===== config.mk =====
export PLATFORM = sky130hd
export DESIGN_NAME = abse_engine
export DESIGN_NICKNAME = d
export VERILOG_FILES = /design/src/shared/abse_pkg.sv /design/src/abse_sync.sv /design/src/abse_cmp.sv /design/src/abse_engine.sv
export VERILOG_INCLUDE_DIRS = /design/src /design/src/shared
export SDC_FILE = /design/constraint.sdc
export NUM_CORES = 1
export LEC_CHECK = 0
export BUFFER_PORTS_ARGS = -buffer_cell sky130_fd_sc_hd__buf_2
export CAP_MARGIN = 20
export CORE_ASPECT_RATIO = 1.2
export CORE_UTILIZATION = 54
export CTS_BUF_LIST = sky130_fd_sc_hd__clkbuf_2
export DETAILED_ROUTE_END_ITERATION = 7
export MAX_ROUTING_LAYER = met4
export PLACE_DENSITY = 0.9
export SYNTH_ARGS = -nofsm -noshare
export SYNTH_HDL_FRONTEND = slang
export SYNTH_SLANG_ARGS = --single-unit

===== constraint.sdc =====
create_clock -name clk -period 2.18 [get_ports clk]
set_input_delay 0.218 -clock clk [delete_from_list [all_inputs] [get_ports clk]]
set_output_delay 0.218 -clock clk [all_outputs]
set_load 0.005 [all_outputs]

===== src/shared/abse_defs.svh =====
// register offsets, field positions, reset values and timing counts
`ifndef ABSE_DEFS_SVH
`define ABSE_DEFS_SVH
`define ABSE_ADDR_SHIFT 16'hff1f
`define ABSE_ADDR_MODE 16'hff60
`define ABSE_ADDR_CTRL 16'hff61
`define ABSE_ADDR_OWN 16'hff62
`define ABSE_ADDR_IRQT 16'hff63
`define ABSE_MODE_ENABLE 7
`define ABSE_MODE_MATCH 6
`define ABSE_MODE_WAKE 5
`define ABSE_MODE_CLKSEL 1
`define ABSE_IRQT_CLD 6
`define ABSE_IRQT_SIC 5
`define ABSE_IRQT_SVAM 4
`define ABSE_RST_BYTE 8'h00
`define ABSE_CLK_MHZ 50
`define ABSE_SCK_HALF_NS 2000
`define ABSE_SCK_HALF_CYC ((`ABSE_SCK_HALF_NS * `ABSE_CLK_MHZ) / 1000)
`define ABSE_BYTE_BITS 4'h8
`define ABSE_IRQ_EDGE 4'h9
`endif


===== src/shared/abse_pkg.sv =====
// types shared by the addressed serial bus engine
package abse_pkg;
	typedef enum logic [1:0] {
		ABSE_IDLE = 2'b00,
		ABSE_WAIT = 2'b01,
		ABSE_SHIFT = 2'b10,
		ABSE_TAIL = 2'b11
	} abse_phase_e;
	typedef struct packed {
		logic sck;
		logic sda;
	} abse_pins_s;
	typedef struct packed {
		logic sync_busy_enable;
		logic ack_detected;
		logic auto_ack_enable;
		logic manual_ack_trigger;
		logic command_marker_seen;
		logic free_marker_seen;
		logic send_command_marker;
		logic send_free_marker;
	} abse_ctrl_s;
endpackage : abse_pkg


===== src/abse_sync.sv =====
// two-flop synchroniser for pin levels
`timescale 1ns/1ps
`default_nettype none
module abse_sync #(
	parameter int W = 2
) (
	// clock and reset
	input wire logic clk,
	input wire logic rst,
	// levels
	input wire logic [W-1:0] d,
	output logic [W-1:0] q
);
	logic [W-1:0] meta_reg;
	// first stage feeds only the second; idle bus levels are high
	always_ff @(posedge clk)
	begin
		if (rst)
		begin
			meta_reg <= '1;
			q <= '1;
		end
		else
		begin
			meta_reg <= d;
			q <= meta_reg;
		end
	end
endmodule : abse_sync
`default_nettype wire


===== src/abse_cmp.sv =====
// registered comparator of shift data against own address
`timescale 1ns/1ps
`default_nettype none
module abse_cmp #(
	parameter int W = 8
) (
	// clock and reset
	input wire logic clk,
	input wire logic rst,
	// operands and result
	input wire logic [W-1:0] a,
	input wire logic [W-1:0] b,
	output logic eq
);
	// one cycle late; the shift data settles long before it is used
	always_ff @(posedge clk)
	begin
		if (rst)
			eq <= 1'b0;
		else
			eq <= (a == b);
	end
endmodule : abse_cmp
`default_nettype wire


===== src/abse_engine.sv =====
// addressed serial bus engine: markers, shifter, ack, busy, wakeup
// Operation
// - ack_detected sets when data line is low at a serial clock rise after a byte
// - ack_detected clears at first fall after start, on disable, on reset
// - busy enable set: drive busy low from the fall after the acknowledge
// - busy enable cleared: busy ends at the next serial clock fall
// - a new transfer start clears busy but keeps the busy enable bit
// - clock level status reads the clock, and 0 while the channel is off
// - reset clears the interrupt timing register
// - cause select set while waking: no address wakeup, interrupt on bus free marker
// - master makes free marker as rising data with clock high; sets/clears flags
// - master makes command marker as falling data with clock high; sets flag
// - receiver acknowledges low for one clock, auto or manual; flag sets
// - slave leaves line high as ready before and after transfers
// - master supplies clock; eight data clocks, then acknowledge and busy
// - byte after both markers is address, after command only a command
// - shift write while enabled starts transfer, waiting for ready level
// - irq flag at 9th rise, or on own address match when waking
// - data line only pulled low or released, read through an input
// - wake on address keeps the latch path of the data line released
// - shifter captures the real line level while transmitting
// - match flag follows the comparator of shifter and own address, and 0 while the channel is off
// - data out advances on falls, msb first through the output latch
// - receive data sampled into the shifter on serial clock rises
// - auto ack enabled before completion: ack at the 10th falling edge
// - marker send bits self-clear after the latch moves, and on disable
// - address wakeup only for a byte after both markers were seen
`timescale 1ns/1ps
`include "abse_defs.svh"
`default_nettype none
module abse_engine #(
	parameter int SCK_HALF = `ABSE_SCK_HALF_CYC
) (
	// clock and reset
	input wire logic clk,
	input wire logic rst,
	// register port
	input wire logic [15:0] reg_addr,
	input wire logic reg_wr,
	input wire logic reg_rd,
	input wire logic [7:0] reg_wdata,
	output logic [7:0] reg_rdata,
	// serial clock line
	input wire logic serial_clock_line_in,
	output logic serial_clock_line_out,
	output logic serial_clock_line_oe_n,
	// data line, open drain
	input wire logic data_line_a_in,
	output logic data_line_a_out,
	output logic data_line_a_oe_n,
	// transfer interrupt
	input wire logic irq_flag_clr,
	output logic transfer_irq,
	output logic transfer_irq_flag
);
	import abse_pkg::*;

	abse_pins_s pin_raw;
	abse_pins_s pin_s;
	abse_phase_e phase_reg;
	abse_ctrl_s ctrl_reg;
	logic enable_reg, wake_reg, clksel_reg, sic_reg, svam_reg;
	logic [7:0] shift_reg, own_reg;
	logic match;
	logic [3:0] cnt_reg;
	logic sck_prev_reg, sda_prev_reg, latch_reg, done_reg;
	logic ack_out_reg, ack_given_reg, busy_out_reg, ack_clr_pend_reg;
	logic sck_int_reg, mclk_on_reg;
	logic [15:0] div_reg;

	// pins cross into the clk domain before anything looks at them
	assign pin_raw = '{sck: serial_clock_line_in, sda: data_line_a_in};
	abse_sync #(.W(2)) u_sync (
		.clk(clk),
		.rst(rst),
		.d(pin_raw),
		.q(pin_s)
	);
	abse_cmp #(.W(8)) u_cmp (
		.clk(clk),
		.rst(rst),
		.a(shift_reg),
		.b(own_reg),
		.eq(match)
	);

	// decode and edge finding
	logic wr_mode, wr_ctrl, wr_own, wr_irqt, wr_shift, start_wr;
	logic sck_now, sda_now, sck_rise, sck_fall, free_mark, cmd_mark;
	logic clock_level_status, ack_fire, irq_hit, addr_phase, to_shift;
	assign wr_mode = reg_wr && (reg_addr == `ABSE_ADDR_MODE);
	assign wr_ctrl = reg_wr && (reg_addr == `ABSE_ADDR_CTRL);
	assign wr_own = reg_wr && (reg_addr == `ABSE_ADDR_OWN);
	assign wr_irqt = reg_wr && (reg_addr == `ABSE_ADDR_IRQT);
	assign wr_shift = reg_wr && (reg_addr == `ABSE_ADDR_SHIFT);
	assign start_wr = wr_shift && enable_reg;
	// a master follows its own clock so it never waits on the pin delay
	assign sck_now = clksel_reg ? sck_int_reg : pin_s.sck;
	assign sda_now = pin_s.sda;
	assign sck_rise = sck_now && !sck_prev_reg;
	assign sck_fall = !sck_now && sck_prev_reg;
	// data edges with clock held high are markers, never data
	assign free_mark = enable_reg && sck_now && sck_prev_reg
		&& sda_now && !sda_prev_reg;
	assign cmd_mark = enable_reg && sck_now && sck_prev_reg
		&& !sda_now && sda_prev_reg;
	assign clock_level_status = enable_reg && sck_now;
	assign to_shift = (phase_reg == ABSE_WAIT) && sck_now && sda_now;
	assign addr_phase = ctrl_reg.free_marker_seen
		&& ctrl_reg.command_marker_seen;
	assign ack_fire = ctrl_reg.manual_ack_trigger
		|| (ctrl_reg.auto_ack_enable && done_reg && !ack_given_reg
		&& (cnt_reg >= `ABSE_IRQ_EDGE));
	// byte ends at the rise that makes the count nine
	always_comb
	begin
		irq_hit = 1'b0;
		if (sck_rise && (phase_reg == ABSE_TAIL)
			&& (cnt_reg == `ABSE_BYTE_BITS))
		begin
			if (!wake_reg)
				irq_hit = 1'b1;
			else if (!sic_reg)
				irq_hit = addr_phase && match;
		end
		if (wake_reg && sic_reg && free_mark)
			irq_hit = 1'b1;
	end

	// edge history
	always_ff @(posedge clk)
	begin
		if (rst)
		begin
			sck_prev_reg <= 1'b1;
			sda_prev_reg <= 1'b1;
		end
		else
		begin
			sck_prev_reg <= sck_now;
			sda_prev_reg <= sda_now;
		end
	end

	// mode, own address and interrupt timing registers
	always_ff @(posedge clk)
	begin
		if (rst)
		begin
			enable_reg <= 1'b0;
			wake_reg <= 1'b0;
			clksel_reg <= 1'b0;
			own_reg <= `ABSE_RST_BYTE;
			sic_reg <= 1'b0;
			svam_reg <= 1'b0;
		end
		else
		begin
			if (wr_mode)
			begin
				enable_reg <= reg_wdata[`ABSE_MODE_ENABLE];
				wake_reg <= reg_wdata[`ABSE_MODE_WAKE];
				clksel_reg <= reg_wdata[`ABSE_MODE_CLKSEL];
			end
			if (wr_own)
				own_reg <= reg_wdata;
			// low four bits are expected zero and are not stored
			if (wr_irqt)
			begin
				sic_reg <= reg_wdata[`ABSE_IRQT_SIC];
				svam_reg <= reg_wdata[`ABSE_IRQT_SVAM];
			end
		end
	end

	// transfer phase and clock count
	always_ff @(posedge clk)
	begin
		if (rst || !enable_reg)
		begin
			phase_reg <= ABSE_IDLE;
			cnt_reg <= 4'h0;
		end
		else if (start_wr)
			phase_reg <= ABSE_WAIT;
		else
		begin
			unique case (phase_reg)
				ABSE_IDLE: phase_reg <= ABSE_IDLE;
				ABSE_WAIT:
				begin
					// busy slave holds the line low; wait for ready
					if (to_shift)
					begin
						phase_reg <= ABSE_SHIFT;
						cnt_reg <= 4'h0;
					end
				end
				ABSE_SHIFT:
				begin
					if (sck_rise)
						cnt_reg <= cnt_reg + 4'h1;
					if (sck_fall && (cnt_reg == `ABSE_BYTE_BITS))
						phase_reg <= ABSE_TAIL;
				end
				ABSE_TAIL:
				begin
					if (sck_rise && (cnt_reg != 4'hf))
						cnt_reg <= cnt_reg + 4'h1;
				end
			endcase
		end
	end

	// shifter: sample on rises, load from the register port
	always_ff @(posedge clk)
	begin
		if (rst)
			shift_reg <= `ABSE_RST_BYTE;
		else if (wr_shift)
			shift_reg <= reg_wdata;
		else if (sck_rise && (phase_reg == ABSE_SHIFT))
			shift_reg <= {shift_reg[6:0], sda_now};
	end

	// output latch: msb first, markers move it, high once a byte ends
	always_ff @(posedge clk)
	begin
		if (rst)
			latch_reg <= 1'b0;
		else if (ctrl_reg.send_free_marker)
			latch_reg <= 1'b1;
		else if (ctrl_reg.send_command_marker)
			latch_reg <= 1'b0;
		else if (to_shift)
			latch_reg <= shift_reg[7];
		else if (sck_fall && (phase_reg == ABSE_SHIFT))
			latch_reg <= (cnt_reg == `ABSE_BYTE_BITS)
				? 1'b1 : shift_reg[7];
	end

	// byte completion, acknowledge and busy drive
	always_ff @(posedge clk)
	begin
		if (rst || !enable_reg)
		begin
			done_reg <= 1'b0;
			ack_out_reg <= 1'b0;
			ack_given_reg <= 1'b0;
			busy_out_reg <= 1'b0;
		end
		else if (start_wr)
		begin
			done_reg <= 1'b0;
			ack_given_reg <= 1'b0;
			ack_out_reg <= 1'b0;
			busy_out_reg <= 1'b0;
		end
		else
		begin
			if (sck_rise && (phase_reg == ABSE_SHIFT)
				&& (cnt_reg == 4'h7))
				done_reg <= 1'b1;
			if (sck_fall)
			begin
				ack_out_reg <= ack_fire;
				if (ack_fire)
					ack_given_reg <= 1'b1;
				if (!ctrl_reg.sync_busy_enable)
					busy_out_reg <= 1'b0;
				else if (ack_out_reg)
					busy_out_reg <= 1'b1;
			end
		end
	end

	// control register: detect flags, self-clearing triggers
	always_ff @(posedge clk)
	begin
		if (rst)
		begin
			ctrl_reg <= '0;
			ack_clr_pend_reg <= 1'b0;
		end
		else if (!enable_reg)
		begin
			// the two enables survive a disable; flags and triggers drop
			ctrl_reg.ack_detected <= 1'b0;
			ctrl_reg.manual_ack_trigger <= 1'b0;
			ctrl_reg.command_marker_seen <= 1'b0;
			ctrl_reg.free_marker_seen <= 1'b0;
			ctrl_reg.send_command_marker <= 1'b0;
			ctrl_reg.send_free_marker <= 1'b0;
			ack_clr_pend_reg <= 1'b0;
			if (wr_ctrl)
			begin
				ctrl_reg.sync_busy_enable <= reg_wdata[7];
				ctrl_reg.auto_ack_enable <= reg_wdata[5];
			end
		end
		else
		begin
			if (wr_ctrl)
			begin
				ctrl_reg.sync_busy_enable <= reg_wdata[7];
				ctrl_reg.auto_ack_enable <= reg_wdata[5];
			end
			// marker triggers act one cycle after the write, then drop
			ctrl_reg.send_free_marker <= wr_ctrl && reg_wdata[0];
			ctrl_reg.send_command_marker <= wr_ctrl && reg_wdata[1];
			if (wr_ctrl && reg_wdata[4])
				ctrl_reg.manual_ack_trigger <= 1'b1;
			else if (start_wr || (sck_fall && ack_fire))
				ctrl_reg.manual_ack_trigger <= 1'b0;
			// ack flag clears at the first fall once shifting starts
			if (start_wr)
				ack_clr_pend_reg <= 1'b1;
			else if (sck_fall && (phase_reg == ABSE_SHIFT))
				ack_clr_pend_reg <= 1'b0;
			if (sck_rise && done_reg && !sda_now)
				ctrl_reg.ack_detected <= 1'b1;
			else if (sck_fall && ack_clr_pend_reg
				&& (phase_reg == ABSE_SHIFT))
				ctrl_reg.ack_detected <= 1'b0;
			// marker flags: detection wins over the start clear
			if (free_mark)
				ctrl_reg.free_marker_seen <= 1'b1;
			else if (start_wr || (irq_hit == 1'b0 && wake_reg && !sic_reg
				&& sck_rise && addr_phase && (phase_reg == ABSE_TAIL)
				&& (cnt_reg == `ABSE_BYTE_BITS)))
				ctrl_reg.free_marker_seen <= 1'b0;
			if (cmd_mark)
				ctrl_reg.command_marker_seen <= 1'b1;
			else if (free_mark || start_wr)
				ctrl_reg.command_marker_seen <= 1'b0;
		end
	end

	// interrupt pulse and flag; a new event beats the clear
	always_ff @(posedge clk)
	begin
		if (rst)
		begin
			transfer_irq <= 1'b0;
			transfer_irq_flag <= 1'b0;
		end
		else
		begin
			transfer_irq <= irq_hit && enable_reg;
			if (irq_hit && enable_reg)
				transfer_irq_flag <= 1'b1;
			else if (irq_flag_clr)
				transfer_irq_flag <= 1'b0;
		end
	end

	// master clock: runs from shift start until the line reads ready
	always_ff @(posedge clk)
	begin
		if (rst || !enable_reg || !clksel_reg)
		begin
			mclk_on_reg <= 1'b0;
			sck_int_reg <= 1'b1;
			div_reg <= 16'h0;
		end
		else
		begin
			if (to_shift)
				mclk_on_reg <= 1'b1;
			else if (sck_rise && (cnt_reg >= `ABSE_IRQ_EDGE) && sda_now)
				mclk_on_reg <= 1'b0;
			if (!mclk_on_reg)
			begin
				div_reg <= 16'h0;
				sck_int_reg <= 1'b1;
			end
			else if (div_reg == 16'(SCK_HALF - 1))
			begin
				div_reg <= 16'h0;
				sck_int_reg <= !sck_int_reg;
			end
			else
				div_reg <= div_reg + 16'h1;
		end
	end

	// pins: data only pulled low or released, never driven high
	always_ff @(posedge clk)
	begin
		if (rst)
		begin
			data_line_a_out <= 1'b0;
			data_line_a_oe_n <= 1'b1;
			serial_clock_line_out <= 1'b1;
			serial_clock_line_oe_n <= 1'b1;
		end
		else
		begin
			data_line_a_out <= 1'b0;
			data_line_a_oe_n <= !(enable_reg && ((!latch_reg && !wake_reg)
				|| ack_out_reg || busy_out_reg));
			serial_clock_line_out <= sck_int_reg;
			serial_clock_line_oe_n <= !(enable_reg && clksel_reg);
		end
	end

	// read port; trigger bits always read zero
	always_ff @(posedge clk)
	begin
		if (rst)
			reg_rdata <= 8'h00;
		else if (reg_rd)
		begin
			unique case (reg_addr)
				`ABSE_ADDR_MODE: reg_rdata <= {enable_reg,
					enable_reg && match, wake_reg, 3'b000,
					clksel_reg, 1'b0};
				`ABSE_ADDR_CTRL: reg_rdata <= {ctrl_reg[7:5], 1'b0,
					ctrl_reg[3:2], 2'b00};
				`ABSE_ADDR_OWN: reg_rdata <= own_reg;
				`ABSE_ADDR_IRQT: reg_rdata <= {1'b0, clock_level_status, sic_reg,
					svam_reg, 4'h0};
				`ABSE_ADDR_SHIFT: reg_rdata <= shift_reg;
				default: reg_rdata <= 8'h00;
			endcase
		end
	end
endmodule : abse_engine
`default_nettype wire


==> results of run 1 <==
==> stage by stage <==
stage,setup TNS [ns],utilization [%],hold slack (ns),total power [mW]
after detailed placement,0,62.3,0.403,1.59
after CTS,0,65.5,0.00523,2.31
final,0,66.2,0.00714,2.30
after floorplan,0,-,0.314,1.53
after global routing,-0.0000280,66.2,0.00739,2.37
after global placement,0,62.3,0.392,1.58
==> cell families after synthesis <==
logic type	count (synthesis)	share of synthesized area, %
AOI/OAI and AO/OA	78	14.3
DFF	79	43.1
buffers and inverters	32	3.61
and+or+nand+nor	179	24.8
other	1	0.102
xor gates and xnor gates	21	5.01
adders and majority gates	8	2.73
muxes	22	6.41
==> layout by cell type, fill, tap and decap left out, types with 5 or more instances in the layout <==
master         Yosys  layout
buf_2              3      43
dlygate4sd3_1      0      11
dfxtp_1           79      76
nor3_1             7       7
nand2b_1          11      11
o21ai_0            6       6
and2_1             5       5
a31oi_1            9       9
a22oi_1            5       5
mux2i_1           19      19
nand2_1           35      35
nand4_1           10      10
or2_2              6       6
o21bai_1           7       7
and3_1             9       9
xor2_1             6       6
xnor2_1           15      15
nor4_1             5       5
nand3_1           16      16
a21oi_1           15      15
clkbuf_2           1       9
buf_4              2      20
ha_1               8       6
nor2_1            53      53
o21ai_1           10       9
inv_1             12      11
==> critical path, delay by kind of cell (launching register included) <==
kind / cells / cell delay [ns]
and+or+nand+nor: 2 / 0.75
DFF: 1 / 0.40
AOI/OAI and AO/OA: 3 / 0.72
adders and majority gates: 1 / 0.19
==> Yosys cell counts, drive strengths merged, types with 7 or more instances <==
cell / n / area, µm²
a21oi: 15 / 75.1
a31oi: 9 / 56.3
and3: 9 / 56.3
clkbuf: 14 / 53.8
dfxtp: 79 / 1580
ha: 8 / 100
inv: 12 / 45.0
mux2i: 19 / 190
nand2: 35 / 131
nand2b: 11 / 68.8
nand3: 16 / 80.1
nand4: 10 / 62.6
nor2: 53 / 199
nor3: 7 / 35.0
o21ai: 16 / 80.1
o21bai: 7 / 52.6
or2: 7 / 43.8
xnor2: 15 / 131
==> layer usage <==
metal	share of wire, %	global-route usage (%)	up-vias
met3	5.8	4.73	25
met5	0	-	-
met2	50	43.2	129
met4	2.3	10.7	0
met1	42	29.0	1560
li1	-	-	1611
==> report_power, final <==
part	total, mW	switching [mW]	internal [mW]
clock	0.730	0.485	0.245
sequential	1.46	0.00456	1.45
combinational	0.115	0.0573	0.0574
total	2.30	0.547	1.75
==> layout make-up <==
| class | instances | share of cell area (%) |
|---|---|---|
| Clock inverter | 5 | 1.19 |
| Timing Repair Buffer | 74 | 11.1 |
| Multi-Input combinational cell | 309 | 46.2 |
| Clock buffer | 9 | 1.05 |
| Sequential cell | 79 | 37.0 |
| Inverter | 12 | 1.05 |
| Tap cell | 85 | 2.48 |
==> final timing paths <==
kind	startpoint	endpoint	slack (ns)	cells past startpoint
worst min register to register	mclk_on_reg	sck_int_reg	0.44	1
worst min-delay path	reg_wdata[5]	own_reg[5]	0.007	3
worst max register to register	phase_reg[0]	cnt_reg[0]	0.05	6
worst max-delay path	phase_reg[0]	cnt_reg[0]	0.05	6
==> timing repair <==
action,in CTS,in global routing
resized for setup,3,8
hold endpoints to repair,18,0
buffers inserted,0,2
hold buffers,11,0
setup endpoints to repair,1,4
pin swaps,0,2
==> key figures, run 1 <==
GRT
  – Vias in the first global route: 3114
  – Overall routing resource usage: 25.3%
  – First-pass GRT wire length: between 10000 and 15000 µm
  – Largest net degree at the start of global routing: 31
  – Initial antenna violation count: 0
  – GRT overflow: 0

Clocking
  – TritonCTS clock tree: yes
  – Reg clk slew, reported paths: ~0.20 ns
  – Clock Path Buffers: 2
  – Worst-Skew Late Latency: 0.52 ns
  – Clock sink total: between 70 and 80
  – Clock Tree Root: clkbuf_2
  – Num CTS Buffers: 9
  – Htree depth: 3

Place
  – IO buf count: 43
  – Placed Instances: 546
  – Routability-driven placement congestion ratio: 0.914
  – Final HPWL DP: 6130 µm
  – Pre-CTS WS: 0.00916 ns
  – Post-DP Area: 4040 µm²

Power
  – VDD IR max: 0.547 mV
  – PwrDens: 536 nW/µm²
  – Pleak: 1.65 nW

STA
  – Unrepaired setup endpoints after global routing: true
  – Fin. Hold Viols: 0
  – Clk_skew: 0.0142 ns
  – # setup viols final: 0
  – Worst slew pin tran: 0.618 ns
  – Maximum clock frequency: 0.470 GHz
  – Fin worst setup slack: 0.0522 ns
  – Period utilization: a little over nine tenths
  – Slew margin rel.: 58.7%
  – Final Max Slew Viols: 0
  – Final min period: 2.13 ns

Floorplan
  – Die area: about 7000 µm²
  – Die Ht: ~92 µm
  – Die X: 77.3 µm
  – Total I/O pin count: 45
  – Initial Util: 56.6%
  – Num rows: 32
  – Core area: 6490 µm²

Worst setup path
  – Critical path arrival: 2.58 ns
  – CP max stage delay: around 0.55 ns
  – Worst path required time: 2.63 ns
  – CP endpoint kind: register
  – CP max FO: 3
  – Critical path's slowest cell: or4_4
  – CP startpoint kind: register
  – Critical path class: reg -> reg
  – Worst-path cell chain: ha_2 > and4_1 > a2111o_1 > a41o_1 > or4_4 > o31ai_2

Finish
  – Design area: 4290 µm²
  – Diode count: 0
  – Number of flip-flops under the largest register name: 16
  – Fillers: 523
  – Layout cells sized above 1: 19.5%
  – Area of the multi-input gates: roughly 2000 µm²
  – FF+latch area: ~1600 µm²
  – Post-route insts no fill: 573
  – P&R area growth vs syn: 17.0%
  – Final Net Count: approximately 520

Run status
  – Outcome: finished clean

Yosys
  – Synth warnings: 0
  – Synthesized flop and latch total: 79
  – Post-synth top flop: dfxtp_1
  – Sequential fraction of the synthesis area: 43.1%
  – Average size of a mapped cell: between 8 and 9 µm²
  – Number of enable flip-flop cells after synthesis: 0
  – Mapped Area: 3670 µm²
  – Cells after Synth: 420
  – Post-synthesis async set-or-reset flop share: 0%
  – Mapped Nets: 459
  – Synth unique cells: 59

Routing
  – WL/cell: 14.7 µm
  – Remaining DRCs: 0
  – Via density: 5.80
  – Iter 0 DRT Violations: 245
  – Post-DRT Antenna Nets: 0
  – Vias after detailed routing: 3325
  – DRT Pass-1 Iters: 5
  – Routed WL: 8410 µm

Hold path
  – Min-Delay Path Class: in -> reg

Flow run
  – Maxcap violations: 0
(Power assumes the default switching activity.)
==> run 2, diff against run 1 <==
PLACE_DENSITY = 0.78   (was 0.9)
==> run 2 against run 1 <==
Against the previous run: sequential power about the same; total power increased by 9.9%; via count decreased by 0.60%; cell count decreased by 0.17%; register-to-register slack got worse by 0.02 ns; setup slack got worse by 0.019 ns; design area increased by 0.20%; clock power increased by 31%; maximum frequency decreased by 0.86%; clock skew increased by 0.016 ns; flip-flop and latch count unchanged.
==> key figures, run 2 (synthesized netlist as in run 1, its figures left out) <==
Finish
  – P&R area growth vs syn: 17.2%
  – Layout cells sized above 1: 18.5%
  – Number of flip-flops under the largest register name: 16
  – Commonest non-fill, non-tap cell in the layout: dfxtp_1
  – Diode count: 0
  – Design area: 4300 µm²
  – Commonest non-fill, non-tap cells in the layout: dfxtp_1, nor2_1, buf_2, nand2_1, mux2i_1
  – Final cell utilization of the core: 66.3%
  – Post-route insts no fill: 572
  – Final Net Count: 521
  – Fillers: 550

Routing
  – Via density: 5.78
  – Iter 0 DRT Violations: 155
  – Remaining DRCs: 0
  – WL/cell: 15.7 µm
  – DRT Pass-1 Iters: 4
  – Post-DRT Antenna Nets: 0
  – Vias after detailed routing: 3305
  – Routed WL: 9000 µm

STA
  – Slew margin rel.: a little under three fifths
  – Worst slew pin tran: approximately 0.67 ns
  – Fin. Hold Viols: 0
  – Maximum clock frequency: 0.466 GHz
  – Period utilization: 98.5%
  – Clk_skew: 0.0299 ns
  – Fin worst setup slack: 0.0336 ns
  – Unrepaired setup endpoints after global routing: true
  – # setup viols final: 0
  – Final min period: 2.15 ns
  – Worst hold margin: 0.113 ns
  – Final Max Slew Viols: 0
  – TNS Setup: 0 ns

Place
  – Final HPWL DP: 6240 µm
  – Routability-driven placement congestion ratio: 0.938
  – Post-DP Area: 3990 µm²
  – Placed Instances: between 500 and 600
  – IO buf count: between 40 and 50
  – Pre-CTS WS: -0.0113 ns

Clocking
  – Clock Tree Root: clkbuf_2
  – Worst-Skew Late Latency: 0.55 ns
  – TritonCTS clock tree: yes
  – Htree depth: 3
  – Clock Path Buffers: 2
  – Num CTS Buffers: 9
  – Clock sink total: 79
  – Reg clk slew, reported paths: 0.24 ns

Hold path
  – Min-Delay Path Class: in -> reg
  – Worst Hold Depth: 4

Worst setup path
  – CP endpoint kind: register
  – CP max stage delay: roughly 0.51 ns
  – Critical path's slowest cell: or4_4
  – Critical path arrival: 2.61 ns
  – CP startpoint kind: register
  – Worst path required time: 2.64 ns
  – Critical path class: reg -> reg
  – Worst-path cell chain: ha_1 > and4_1 > a2111o_1 > a41o_1 > or4_4 > o31ai_2
  – Worst r2r path cells: 6
  – CP max FO: 5

GRT
  – GRT overflow: 0
  – Initial antenna violation count: 0
  – Vias in the first global route: 3215
  – Largest net degree at the start of global routing: 29
  – Overall routing resource usage: between 20 and 30%
  – First-pass GRT wire length: around 15000 µm

Power
  – Clock share of power: 37.8%
  – Sw Share: between 20% and 30%
  – Flop pwr share: 57.7%
  – VDD IR max: 0.530 mV
  – Total power: approximately 2.5 mW
  – Combinational Power Share: 4.5%
  – Pleak: about 1.7 nW
  – P_sw: 0.624 mW
  – Internal power: around 1.9 mW
  – PwrDens: 588 nW/µm²

Floorplan
  – Core area: 6490 µm²
  – Num rows: 32
  – Die X: between 70 and 80 µm
  – Initial Util: between 50% and 60%
  – Total I/O pin count: 45
  – Die area: approximately 7000 µm²
  – Die Ht: a little over 90 µm

Flow run
  – Maxcap violations: 0

Run status
  – Outcome: finished clean
==> run 2: cell count changes in the layout (fill, tap and decap cells not counted), sizes merged <==
cell,delta
clkinv,-2
buf,-5
dlygate4sd3,+2
bufinv,+1
inv,+3
==> run 2: layout make-up <==
cell class | instances | area [µm²] | share of cell area (%)
multi-input cells | 309 | 1960 | 45.6
well taps | 85 | 106 | 2.47
flip-flops and latches | 79 | 1590 | 36.9
inverters | 12 | 45.0 | 1.05
repair buffers | 71 | 458 | 10.6
clock inverters | 7 | 101 | 2.36
clock buffers | 9 | 45.0 | 1.05
==> run 2: power by group through the flow <==
stage / clock (mW) / sequential, mW / combinational (mW)
finish: 0.957 / 1.46 / 0.113
global route: 1.02 / 1.46 / 0.124
CTS: 0.967 / 1.46 / 0.112
detailed placement: 0 / 1.49 / 0.0945
global placement: 0 / 1.49 / 0.0924
floorplan: 0 / 1.49 / 0.0471
==> run 2: per-layer routing <==
metal	wire length (µm)	share of wire [%]	vias up	GRT usage, %
met1	3780	42	1556	31.5
met2	4440	49	112	45.3
met5	0	0	-	-
li1	-	-	1605	-
met3	455	5.1	32	6.11
met4	324	3.6	0	14.8
==> run 2: final timing paths <==
check	start	end	slack, ns
worst max-delay path	cnt_reg[1]	cnt_reg[0]	0.03
worst min-delay path	reg_wr	own_reg[5]	0.11
worst max register to register	cnt_reg[1]	cnt_reg[0]	0.03
worst min register to register	u_sync.meta_reg[0]	u_sync.q[0]	0.44
==> run 2: worst max-delay path, delay by kind of cell, from the launching register on <==
kind	cells	cell delay, ns
compound gates	3	0.80
flops	1	0.39
fa+ha+maj	1	0.19
simple gates	2	0.70
==> run 2: timing repair <==
item                       4_1_cts  5_1_grt
setup endpoints to repair        4        4
gates resized for setup          2        3
buffers inserted                 1        2
hold buffers                    13        0
hold endpoints to repair        31        0
